$ cat config.mk
export PLATFORM = sky130hd
export DESIGN_NAME = rtz_timer
export DESIGN_NICKNAME = d
export VERILOG_FILES = /design/src/hw/rtz_timer.v
export VERILOG_INCLUDE_DIRS = /design/src /design/src/hw
export SDC_FILE = /design/constraint.sdc
export NUM_CORES = 1
export LEC_CHECK = 0
export BUFFER_PORTS_ARGS = -buffer_cell sky130_fd_sc_hd__clkbuf_2
export CELL_PAD_IN_SITES_DETAIL_PLACEMENT = 1
export CELL_PAD_IN_SITES_GLOBAL_PLACEMENT = 1
export CORE_ASPECT_RATIO = 1.2
export CORE_MARGIN = 5
export CORE_UTILIZATION = 40
export DETAILED_ROUTE_END_ITERATION = 8
export PLACE_DENSITY = 0.89
export SETUP_SLACK_MARGIN = 0.4
export SYNTH_ARGS = -nofsm -noshare
export SYNTH_HDL_FRONTEND = slang
export SYNTH_SLANG_ARGS = --single-unit
$ cat constraint.sdc
create_clock -name pclk -period 2.6 [get_ports pclk]
set_input_delay 0.13 -clock pclk [delete_from_list [all_inputs] [get_ports pclk]]
set_output_delay 0.13 -clock pclk [all_outputs]
set_load 0.05 [all_outputs]
$ cat src/hw/rtz_consts.vh
// constants for the timer zero control block: register indices, field
// positions, reset values and mode encodings
// assumes a byte-addressed 32-bit register bus, one word per register
//
// Operation
// - masked write updates only enabled running bits
// - bits 7..4 show and start/stop timers
// - low four bits are write-only masks
// - stop after first four received bits
// - trimming modes ignore stop-on-receive
// - start mode 00 none, 01 after transmission
// - modes 10/11 trimming, started/stopped on rising edges
// - auto reload restarts count at zero; mode 10 parks the count at zero instead
// - without auto reload stop at zero; mode 10 parks at zero and keeps running
// - underflow sets the interrupt request flag
// - clock select picks the count source
// - every start loads the reload value
// - reload writes wait for next start or auto reload
`ifndef RTZ_CONSTS_VH
`define RTZ_CONSTS_VH

// ----------------------------------------------------------------
// register indices, byte address is four times the index
// ----------------------------------------------------------------
`define RTZ_IDX_RUN_CTRL    6'h0E
`define RTZ_IDX_CONFIG      6'h0F
`define RTZ_IDX_RELOAD_HIGH 6'h10
`define RTZ_IDX_RELOAD_LOW  6'h11
`define RTZ_IDX_COUNT_HIGH  6'h12
`define RTZ_IDX_COUNT_LOW   6'h13
`define RTZ_IDX_IRQ_STATUS  6'h20
`define RTZ_IDX_IRQ_MASK    6'h21

// ----------------------------------------------------------------
// field positions of the timer zero config register
// ----------------------------------------------------------------
`define RTZ_CFG_STOP_RX     7
`define RTZ_CFG_MODE_HI     5
`define RTZ_CFG_MODE_LO     4
`define RTZ_CFG_AUTO_RELOAD 3
`define RTZ_CFG_SRC_HI      1
`define RTZ_CFG_SRC_LO      0
`define RTZ_CFG_WRITE_MASK  8'hBB

// ----------------------------------------------------------------
// encodings
// ----------------------------------------------------------------
`define RTZ_MODE_NONE       2'h0
`define RTZ_MODE_TX_END     2'h1
`define RTZ_MODE_TRIM       2'h2
`define RTZ_MODE_TRIM_UF    2'h3
`define RTZ_SRC_FAST        2'h0
`define RTZ_SRC_SLOW        2'h1
`define RTZ_SRC_TIMER_TWO   2'h2
`define RTZ_SRC_TIMER_ONE   2'h3

// ----------------------------------------------------------------
// interrupt status bits and reset values
// ----------------------------------------------------------------
`define RTZ_IRQ_UNDERFLOW   0
`define RTZ_IRQ_AUTO_START  1
`define RTZ_RST_BYTE        8'h00
`define RTZ_RST_COUNT       16'h0000

`endif

$ cat src/hw/rtz_timer.v
// timer zero control block with shared start/stop register, APB slave
// assumes count ticks, transceiver events and the other timers' underflows
// are one-cycle pulses on pclk; only the oscillator pin is asynchronous
//
// Added by the designer: the APB slave port.
`timescale 1ns/1ps
`default_nettype none
`include "rtz_consts.vh"

module rtz_timer (
    // clock and reset
    input  wire        pclk,
    input  wire        presetn,
    // apb slave
    input  wire        psel,
    input  wire        penable,
    input  wire        pwrite,
    input  wire [7:0]  paddr,
    input  wire [31:0] pwdata,
    output reg  [31:0] prdata,
    output reg         pready,
    output reg         pslverr,
    // count sources, one-cycle pulses
    input  wire        tick_fast,
    input  wire        tick_slow,
    input  wire        timer_one_underflow,
    input  wire        timer_two_underflow,
    // transceiver events, one-cycle pulses
    input  wire        tx_end,
    input  wire        rx_first_bits,
    // oscillator pin, asynchronous
    input  wire        low_freq_oscillator,
    // other timers' running state and commands
    input  wire        timer_one_active,
    input  wire        timer_two_active,
    input  wire        timer_three_active,
    output reg  [2:0]  timer_start,
    output reg  [2:0]  timer_stop,
    // timer zero outputs
    output reg         timer_zero_underflow,
    output reg         irq
);

    // ----------------------------------------------------------------
    // address decode helper
    // ----------------------------------------------------------------
    function hit;
        input [7:0] addr;
        input [5:0] idx;
        begin
            hit = (addr[7:2] == idx) && (addr[1:0] == 2'h0);
        end
    endfunction

    // ----------------------------------------------------------------
    // state
    // ----------------------------------------------------------------
    reg  [7:0]  timer_zero_config;
    reg  [7:0]  timer_zero_reload_high;
    reg  [7:0]  timer_zero_reload_low;
    reg  [15:0] count;
    reg         timer_zero_active;
    reg  [1:0]  irq_status;
    reg  [1:0]  irq_mask;
    reg         osc_meta;
    reg         osc_sync;
    reg         osc_prev;

    wire        wr_en;
    wire        rd_en;
    wire        mapped;
    wire [1:0]  mode;
    wire [1:0]  src;
    wire        trimming;
    wire        osc_rise;
    wire [15:0] reload_value;
    wire        wr_run;
    reg         tick;
    reg         next_active;
    reg  [15:0] next_count;
    reg         next_underflow;
    reg         next_auto_start;
    reg  [31:0] next_rdata;

    // transfer completes on the edge that sees pready high
    assign wr_en  = psel & penable & pready & pwrite;
    assign rd_en  = psel & penable & ~pready & ~pwrite;
    assign mapped = hit(paddr, `RTZ_IDX_RUN_CTRL)
                  | hit(paddr, `RTZ_IDX_CONFIG)
                  | hit(paddr, `RTZ_IDX_RELOAD_HIGH)
                  | hit(paddr, `RTZ_IDX_RELOAD_LOW)
                  | hit(paddr, `RTZ_IDX_COUNT_HIGH)
                  | hit(paddr, `RTZ_IDX_COUNT_LOW)
                  | hit(paddr, `RTZ_IDX_IRQ_STATUS)
                  | hit(paddr, `RTZ_IDX_IRQ_MASK);
    assign wr_run = wr_en & hit(paddr, `RTZ_IDX_RUN_CTRL);

    assign mode     = timer_zero_config[`RTZ_CFG_MODE_HI:`RTZ_CFG_MODE_LO];
    assign src      = timer_zero_config[`RTZ_CFG_SRC_HI:`RTZ_CFG_SRC_LO];
    assign trimming = mode[1];
    assign osc_rise = osc_sync & ~osc_prev;
    assign reload_value = {timer_zero_reload_high, timer_zero_reload_low};

    // ----------------------------------------------------------------
    // oscillator pin synchroniser, edge seen only past the second stage
    // ----------------------------------------------------------------
    always @(posedge pclk or negedge presetn) begin
        if (!presetn) begin
            osc_meta <= 1'b0;
            osc_sync <= 1'b0;
            osc_prev <= 1'b0;
        end else begin
            osc_meta <= low_freq_oscillator;
            osc_sync <= osc_meta;
            osc_prev <= osc_sync;
        end
    end

    always @* begin
        case (src)
            `RTZ_SRC_FAST:      tick = tick_fast;
            `RTZ_SRC_SLOW:      tick = tick_slow;
            `RTZ_SRC_TIMER_TWO: tick = timer_two_underflow;
            default:            tick = timer_one_underflow;
        endcase
    end

    // ----------------------------------------------------------------
    // timer zero next-state: counting first, then events, software last
    // ----------------------------------------------------------------
    always @* begin
        next_active     = timer_zero_active;
        next_count      = count;
        next_underflow  = 1'b0;
        next_auto_start = 1'b0;
        // count down; a tick at one or zero means zero is reached
        if (timer_zero_active && tick) begin
            if (count > 16'h0001) begin
                next_count = count - 16'h0001;
            end else if (mode == `RTZ_MODE_TRIM) begin
                // trimming without underflow parks at zero
                next_count = 16'h0000;
            end else begin
                next_underflow = 1'b1;
                if (timer_zero_config[`RTZ_CFG_AUTO_RELOAD]) begin
                    next_count = reload_value;
                end else begin
                    // stop and drop the running bit
                    next_count  = 16'h0000;
                    next_active = 1'b0;
                end
            end
        end
        // halt after first received bits; not when trimming
        if (timer_zero_config[`RTZ_CFG_STOP_RX] && !trimming
                && rx_first_bits) begin
            next_active = 1'b0;
        end
        if (mode == `RTZ_MODE_TX_END && tx_end) begin
            next_active     = 1'b1;
            next_auto_start = 1'b1;
        end
        // rising oscillator edges alternately start and stop
        if (trimming && osc_rise) begin
            next_active     = ~timer_zero_active;
            next_auto_start = ~timer_zero_active;
        end
        // masked software start or stop of timer zero
        if (wr_run && pwdata[0]) begin
            next_active     = pwdata[4];
            next_auto_start = pwdata[4];
        end
        // every start loads the full reload value
        if (next_auto_start) begin
            next_count = reload_value;
        end
    end

    // ----------------------------------------------------------------
    // timer zero registers
    // ----------------------------------------------------------------
    always @(posedge pclk or negedge presetn) begin
        if (!presetn) begin
            timer_zero_active    <= 1'b0;
            count                <= `RTZ_RST_COUNT;
            timer_zero_underflow <= 1'b0;
        end else begin
            timer_zero_active    <= next_active;
            count                <= next_count;
            timer_zero_underflow <= next_underflow;
        end
    end

    // ----------------------------------------------------------------
    // commands to the other timers, one-cycle pulses
    // ----------------------------------------------------------------
    always @(posedge pclk or negedge presetn) begin
        if (!presetn) begin
            timer_start <= 3'h0;
            timer_stop  <= 3'h0;
        end else begin
            // masked bits start or stop timers one to three
            // mask bits 3..1 gate bits 7..5
            if (wr_run) begin
                timer_start <= pwdata[3:1] & pwdata[7:5];
                timer_stop  <= pwdata[3:1] & ~pwdata[7:5];
            end else begin
                timer_start <= 3'h0;
                timer_stop  <= 3'h0;
            end
        end
    end

    // ----------------------------------------------------------------
    // configuration registers
    // ----------------------------------------------------------------
    always @(posedge pclk or negedge presetn) begin
        if (!presetn) begin
            timer_zero_config      <= `RTZ_RST_BYTE;
            timer_zero_reload_high <= `RTZ_RST_BYTE;
            timer_zero_reload_low  <= `RTZ_RST_BYTE;
            irq_mask               <= 2'h0;
        end else if (wr_en) begin
            if (hit(paddr, `RTZ_IDX_CONFIG)) begin
                timer_zero_config <= pwdata[7:0] & `RTZ_CFG_WRITE_MASK;
            end
            // reload bytes reach the counter only on a start or an auto-reload underflow
            if (hit(paddr, `RTZ_IDX_RELOAD_HIGH)) begin
                timer_zero_reload_high <= pwdata[7:0];
            end
            if (hit(paddr, `RTZ_IDX_RELOAD_LOW)) begin
                timer_zero_reload_low <= pwdata[7:0];
            end
            if (hit(paddr, `RTZ_IDX_IRQ_MASK)) begin
                irq_mask <= pwdata[1:0];
            end
        end
    end

    // ----------------------------------------------------------------
    // sticky status, a new event beats a same-cycle clear
    // ----------------------------------------------------------------
    always @(posedge pclk or negedge presetn) begin
        if (!presetn) begin
            irq_status <= 2'h0;
            irq        <= 1'b0;
        end else begin
            // underflow flag sticks until written with one
            irq_status <= (irq_status
                          & ~((wr_en && hit(paddr, `RTZ_IDX_IRQ_STATUS))
                              ? pwdata[1:0] : 2'h0))
                        | {next_auto_start & ~timer_zero_active,
                           next_underflow};
            irq <= |(next_irq_status_masked(irq_status, irq_mask));
        end
    end

    // irq lags status by one cycle so that the pin is a flip-flop
    function [1:0] next_irq_status_masked;
        input [1:0] status;
        input [1:0] mask;
        begin
            next_irq_status_masked = status & mask;
        end
    endfunction

    // ----------------------------------------------------------------
    // read mux; counter bytes are live and may tear during reception
    // ----------------------------------------------------------------
    always @* begin
        next_rdata = 32'h0000_0000;
        if (hit(paddr, `RTZ_IDX_RUN_CTRL)) begin
            // mask bits read back as zero
            next_rdata[7:0] = {timer_three_active, timer_two_active,
                               timer_one_active, timer_zero_active, 4'h0};
        end else if (hit(paddr, `RTZ_IDX_CONFIG)) begin
            next_rdata[7:0] = timer_zero_config;
        end else if (hit(paddr, `RTZ_IDX_RELOAD_HIGH)) begin
            next_rdata[7:0] = timer_zero_reload_high;
        end else if (hit(paddr, `RTZ_IDX_RELOAD_LOW)) begin
            next_rdata[7:0] = timer_zero_reload_low;
        end else if (hit(paddr, `RTZ_IDX_COUNT_HIGH)) begin
            next_rdata[7:0] = count[15:8];
        end else if (hit(paddr, `RTZ_IDX_COUNT_LOW)) begin
            next_rdata[7:0] = count[7:0];
        end else if (hit(paddr, `RTZ_IDX_IRQ_STATUS)) begin
            next_rdata[1:0] = irq_status;
        end else if (hit(paddr, `RTZ_IDX_IRQ_MASK)) begin
            next_rdata[1:0] = irq_mask;
        end
    end

    // ----------------------------------------------------------------
    // apb handshake, one wait state so every answer is registered
    // ----------------------------------------------------------------
    always @(posedge pclk or negedge presetn) begin
        if (!presetn) begin
            pready  <= 1'b0;
            pslverr <= 1'b0;
            prdata  <= 32'h0000_0000;
        end else begin
            pready  <= psel & penable & ~pready;
            pslverr <= psel & penable & ~pready & ~mapped;
            if (rd_en) begin
                prdata <= next_rdata;
            end
        end
    end

endmodule

`default_nettype wire

==> flow_summary_export.csv, run 1 <==
group,metric,value,unit
routing,vias,3413,
cells_and_area,drive_above_1_share,0.342,
clocking,clock_sinks,64,
critical_path,required,2840,ps
timing,timing.hold.ws,33.6,ps
placed_design,dp_hpwl,8660,um
placed_design,gp_congestion,0.964,
yosys,async_flop_share,1.00,
power,pwr-share-seq,0.378,
timing,skew,15.4,ps
clocking,root_buffer,"clkbuf_8",
die,rows,38,
power,swShare,0.373,
yosys,syn_area,3590,sq um
routing,routedWlPerCell,21.5,um
yosys,synth_seq_cells,64,
timing,fmax,0.435,GHz
cells_and_area,fin_nets,506,
placed_design,placed_area,3980,sq um
yosys,syn_area_per_cell,9.76,sq um
routing,vias_per_cell,5.96,
grt,grt_pass1_wl,19200,um
yosys,yosys.area.top_type_share,0.446,
die,core_area,8890,sq um
critical_path,path_max_fanout,8,
critical_path,crit_path_start_kind,"register",
cells_and_area,final_cell_area,4450,sq um
timing,setup_tns,0,ps
die,die_area,11000,sq um
clocking,cts.clk_slew.worst_paths,80,ps
critical_path,critPathKind,"register to register",
cells_and_area,syn2layout_area_growth,23.9,%
yosys,synthTopCellsByArea,"dfrtp_1 45%, mux2_2 9.1%, buf_4 5.2%",
run,cap_viol_max_count,0,
timing,hold_violations,0,
routing,antenna_left,0,
yosys,postSynthCellCount,368,
yosys,synth_most_common_cell,"dfrtp_1",
power,ir_drop,0.423,mV
critical_path,worstSetupEndpointType,"register",
clocking,clock_latency,370,ps
yosys,synthFlopType,"dfrtp_1",
power,p_sw,1300,uW
timing,rsz0062_at_grt,"true",
timing,tightest_slew,841,ps
routing,drtIter0Drc,287,
yosys,synth_common_cells,"64 x dfrtp_1, 43 x nand2_1, 30 x o21ai_0",
die,die_width,96.5,um
grt,grt_pass1_vias,3598,
critical_path,worstPathArrival,2540,ps
power,leakagePower,0.00212,uW
cells_and_area,num-fill-cells,1047,
yosys,seq_area_frac_synth,0.446,
timing,layout_min_cycle_time,2300,ps
grt,grt_max_degree,65,
routing,drc_errors,0,
power,p_per_area,786,nW/um^2
routing,drt_first_pass_iters,5,
die,die_y,114,um
power,combPwrFrac,0.342,
grt,antenna_found_initial,0,
timing,setup_viol,0,
worst_hold_path,hold_class,"input pin to register",
clocking,cts_tree,"done",
yosys,synth_edf_count,0,
grt,globalRouteOverflowTotal,0,
clocking,numCtsBuffers,9,
cells_and_area,antennaDiodeCount,0,
yosys,yosysWarnings,0,
timing,slew_headroom,0.439,
timing,slew_viol_final,0,
power,p_clk_frac,0.280,
placed_design,io_buffers,48,
yosys,yosysUniqueCellTypes,56,
routing,drt-total-wl,12300,um
status,outcome,"complete, no violations",
clocking,h-tree-depth,3,
power,cellInternalPower,2200,uW
grt,track_usage,0.235,
die,boundaryPins,97,
die,start_util,0.404,
clocking,cts_buffer_depth,2,
timing,fin_crit_sh,0.884,
yosys,synth.largest_area_cell,"dfrtp_1",
-- power by group through the flow --
stage / Combinational (uW) / Sequential, uW / Clock [uW]
after floorplan: 656 / 1310 / 0
after global placement: 925 / 1310 / 0
after detailed placement: 963 / 1330 / 0
after CTS: 1110 / 1310 / 994
after global routing: 1300 / 1340 / 1050
final: 1200 / 1320 / 980
-- registers in the layout (all words and copies together), names as in the netlist, 2 cells and up --
signal,count
timer_stop,3
irq_status,2
timer_start,3
irq_mask,2
timer_zero_config,6
prdata,8
timer_zero_reload_high,8
count,16
timer_zero_reload_low,8
-- cell usage in the layout, fill, tap and decap left out, types with 3 or more instances in the layout --
cell           count
a21oi_1           17
a221oi_1           3
a22oi_1            3
a31oi_1            4
a32oi_1            3
and2_1             3
and3_1             7
buf_4             27
buf_6              4
clkbuf_2          48
clkbuf_8          10
conb_1            24
dfrtp_1           61
dfrtp_2            3
dlygate4sd3_1      6
inv_1              4
mux2_2            28
mux2i_1            4
nand2_1           41
nand2b_1           3
nand3_1           11
nand4_1            7
nor2_1            23
nor3_1            11
o21ai_0           22
o21ai_1            7
o221ai_1           5
o22a_1             3
o22ai_1            3
or4_4              3
-- routing by layer --
| layer | vias to the layer above | routed length (um) | GRT usage |
|---|---|---|---|
| met4 | 0 | 646 | 0.124 |
| met5 | - | 0 | 0 |
| met2 | 185 | 6130 | 0.383 |
| met3 | 55 | 962 | 0.0501 |
| li1 | 1476 | - | - |
| met1 | 1697 | 4590 | 0.287 |
-- area by class of cell --
type | count | area, sq um | share of cell area
Timing Repair Buffer | 85 | 548 | 0.123
Tap cell | 120 | 150 | 0.0337
Sequential cell | 64 | 1610 | 0.361
Clock inverter | 5 | 81.3 | 0.0183
Clock buffer | 10 | 138 | 0.0309
Inverter | 6 | 22.5 | 0.00506
Multi-Input combinational cell | 283 | 1910 | 0.428
-- worst paths after layout --
| kind | from | to | slack [ps] | cells past startpoint |
|---|---|---|---|---|
| setup / recovery | count[13]$_DFFE_PN0P_ | count[0]$_DFFE_PN0P_ | 300 | 6 |
| hold / removal | pwdata[3] | timer_stop[2]$_DFF_PN0_ | 30 | 3 |
| setup reg to reg | count[13]$_DFFE_PN0P_ | count[0]$_DFFE_PN0P_ | 300 | 6 |
| hold reg to reg | osc_meta$_DFF_PN0_ | osc_sync$_DFF_PN0_ | 380 | 0 |
| max in group asynchronous | presetn | count[11]$_DFFE_PN0P_ | 1500 | 3 |
| min in group asynchronous | presetn | timer_zero_underflow$_DFF_PN0_ | 480 | 3 |
-- critical path, cell delays in order, from the launching register on --
cell	delay (ps)
dfrtp_1	390
or4_4	560
nor4b_4	450
and2_4	290
nor2_1	120
a221oi_1	290
a21oi_1	80
-- logic make-up (layout without fill, tap and decap cells) --
kind of cell	Yosys count	count (layout)	share of synthesized area
simple gates	135	135	0.199
flops	64	64	0.446
compound gates	85	85	0.149
fa+ha+maj	2	2	0.00697
buf+inv	44	106	0.0735
other cells	1	24	0.00104
mux	37	37	0.125
-- repair_timing --
action / in CTS / in global routing
hold buffers: 6 / 0
setup endpoints to repair: 16 / 16
endpoints found under the hold margin: 68 / 0
buffers inserted: 7 / 4
pin swaps: 4 / 9
resized for setup: 12 / 25
-- stage by stage --
| step | std cells | total power [uW] | setup slack, ps | util |
|---|---|---|---|---|
| floorplan | 391 | 1960 | 430 | - |
| global placement | 541 | 2240 | 255 | 0.448 |
| detailed placement | 541 | 2290 | 214 | 0.448 |
| CTS | 569 | 3410 | 368 | 0.489 |
| global route | 573 | 3680 | 230 | 0.501 |
| finish | 573 | 3500 | 300 | 0.501 |
Note: power is estimated with default switching activity, not from simulation.
==> run 2, diff against run 1 <==
- CORE_UTILIZATION: 40 -> 36
- PLACE_DENSITY: 0.89 -> 0.85
- clock period: 2.6 -> 2.1 ns (I/O delays scaled with it)
==> run 2 against run 1 <==
  * The flow now finishes with violations (setup timing)
  * Clock power grew 66%
  * Largest power group is now combinational cells
  * Global-route usage shrank 1.5 points
  * Non-clock buffer count increased by 27
==> flow_summary_export.csv, run 2 (synthesis gave the netlist of run 1 again) <==
group,metric,value,unit
status,outcome,"finished with violations",
status,violations,"setup timing",
power,swShare,0.360,
timing,fmax,0.442,GHz
power,ir_drop,0.646,mV
critical_path,path_max_fanout,4,
power,leakagePower,0.00233,uW
placed_design,io_buffers,48,
grt,antenna_found_initial,0,
placed_design,gp_congestion,0.943,
routing,drc_errors,0,
placed_design,dp_hpwl,8910,um
cells_and_area,antennaDiodeCount,0,
worst_hold_path,hold_depth,3,
timing,skew,5.72,ps
placed_design,dp_slack,-106,ps
grt,track_usage,0.219,
clocking,cts_tree,"done",
cells_and_area,fin_nets,533,
power,p_per_area,1060,nW/um^2
timing,setup_viol,16,
die,die_y,119,um
cells_and_area,drive_above_1_share,0.416,
clocking,cts.clk_slew.worst_paths,60,ps
clocking,clock_latency,340,ps
clocking,cts_buffer_depth,2,
critical_path,worstSetupEndpointType,"register",
critical_path,r2r_end,"count[2]$_DFFE_PN0P_",
worst_hold_path,hp-start,"pwdata[3]",
cells_and_area,largest_reg_flops,16,
critical_path,worstPathArrival,2510,ps
timing,fin_crit_sh,1.08,
cells_and_area,final_cell_mix,"63 x dfrtp_1, 49 x buf_4, 48 x clkbuf_2, 36 x nand2_1, 29 x mux2_2",
critical_path,critPathKind,"register to register",
critical_path,r2r_start,"count[12]$_DFFE_PN0P_",
critical_path,ff2ff_path_depth,8,
cells_and_area,final_cell_area,4920,sq um
power,p_clk_frac,0.312,
critical_path,crit_path_start_kind,"register",
die,core_area,9910,sq um
placed_design,placed_area,4220,sq um
cells_and_area,fin_util,0.497,
die,die_area,12100,sq um
clocking,root_buffer,"clkbuf_16",
routing,drtIter0Drc,255,
worst_hold_path,hold_class,"input pin to register",
timing,slew_viol_final,0,
clocking,h-tree-depth,3,
die,die_width,101,um
power,p_sw,1880,uW
clocking,numCtsBuffers,9,
power,cellInternalPower,3350,uW
grt,grt_pass1_vias,3681,
die,boundaryPins,97,
power,pwr-share-seq,0.302,
grt,globalRouteOverflowTotal,0,
routing,routedWlPerCell,22.0,um
worst_hold_path,hold-path-endpoint,"timer_stop[2]$_DFF_PN0_",
timing,setup_slack,-163,ps
timing,hold_violations,0,
grt,grt_pass1_wl,20300,um
die,rows,40,
routing,vias,3508,
critical_path,cp-startpoint,"count[12]$_DFFE_PN0P_",
timing,layout_min_cycle_time,2260,ps
cells_and_area,syn2layout_area_growth,37.0,%
power,combPwrFrac,0.386,
critical_path,reg2reg_slack,-160,ps
critical_path,required,2340,ps
cells_and_area,num-fill-cells,1132,
die,start_util,0.362,
routing,drt_first_pass_iters,5,
routing,drt-total-wl,13400,um
clocking,clock_sinks,64,
routing,vias_per_cell,5.78,
cells_and_area,layout_commonest_cell,"dfrtp_1",
run,cap_viol_max_count,0,
grt,grt_max_degree,65,
cells_and_area,largest-register,"count",
routing,antenna_left,0,
timing,rsz0062_at_grt,"true",
timing,timing.hold.ws,11.8,ps
power,p_total,5230,uW
==> run 2: changes by cell type in the layout (fill, tap and decap cells not counted), moves of 4 or more <==
cell,change
buf_4,+22
clkbuf_16,+9
clkbuf_8,-9
o21ai_0,-8
nand2_1,-5
o21ai_1,+4
==> run 2: how the worst max path moves through the flow <==
stage / to / cells past startpoint
5_1_grt: count[2]$_DFFE_PN0P_ / 8
6_report: count[2]$_DFFE_PN0P_ / 8
3_5_place_dp: count[9]$_DFFE_PN0P_ / 9
3_3_place_gp: count[10]$_DFFE_PN0P_ / 5
2_1_floorplan: count[10]$_DFFE_PN0P_ / 5
4_1_cts: count[10]$_DFFE_PN0P_ / 5
==> run 2: what timing repair did <==
item / CTS / global route
pin swaps: 10 / 18
resized for setup: 30 / 29
endpoints found under the setup margin: 22 / 36
endpoints found under the hold margin: 68 / 0
gates cloned: 0 / 0
hold buffers: 5 / 0
buffers inserted: 5 / 10
==> run 2: critical path, cell delays in order (launching register included) <==
cell,delay [ps]
dfrtp_1,380
or4_4,560
nor4b_4,310
buf_4,180
nand4_1,140
buf_4,190
nand2_4,100
a32oi_1,80
o21ai_1,220
==> run 2: metrics by stage <==
stage          setup TNS (ps)  instances
6_report                -1430        607
5_1_grt                 -2770        607
4_1_cts                  -227        597
3_5_place_dp             -783        571
3_3_place_gp             -116        571
2_1_floorplan           -38.4        391
==> run 2: routing by layer <==
layer / share of wire / global-route usage / vias to the layer above
met4: 0.046 / 0.125 / 0
met5: 0 / 0 / -
met1: 0.38 / 0.260 / 1743
met3: 0.064 / 0.0445 / 49
met2: 0.51 / 0.363 / 177
li1: - / - / 1539
==> run 2: area by class of cell <==
class / count / area [sq um] / share of cell area
Tap cell: 126 / 158 / 0.0320
Sequential cell: 64 / 1600 / 0.326
Timing Repair Buffer: 112 / 797 / 0.162
Multi-Input combinational cell: 283 / 2020 / 0.410
Clock inverter: 5 / 80.1 / 0.0163
Inverter: 6 / 22.5 / 0.00458
Clock buffer: 11 / 243 / 0.0493
==> run 2: power groups by stage <==
stage	logic (uW)	registers (uW)	clock network, uW
after floorplan	860	1630	0
after global placement	1560	1570	0
after detailed placement	1620	1580	0
after CTS	1790	1570	1650
after global routing	2130	1600	1720
final	2020	1580	1630
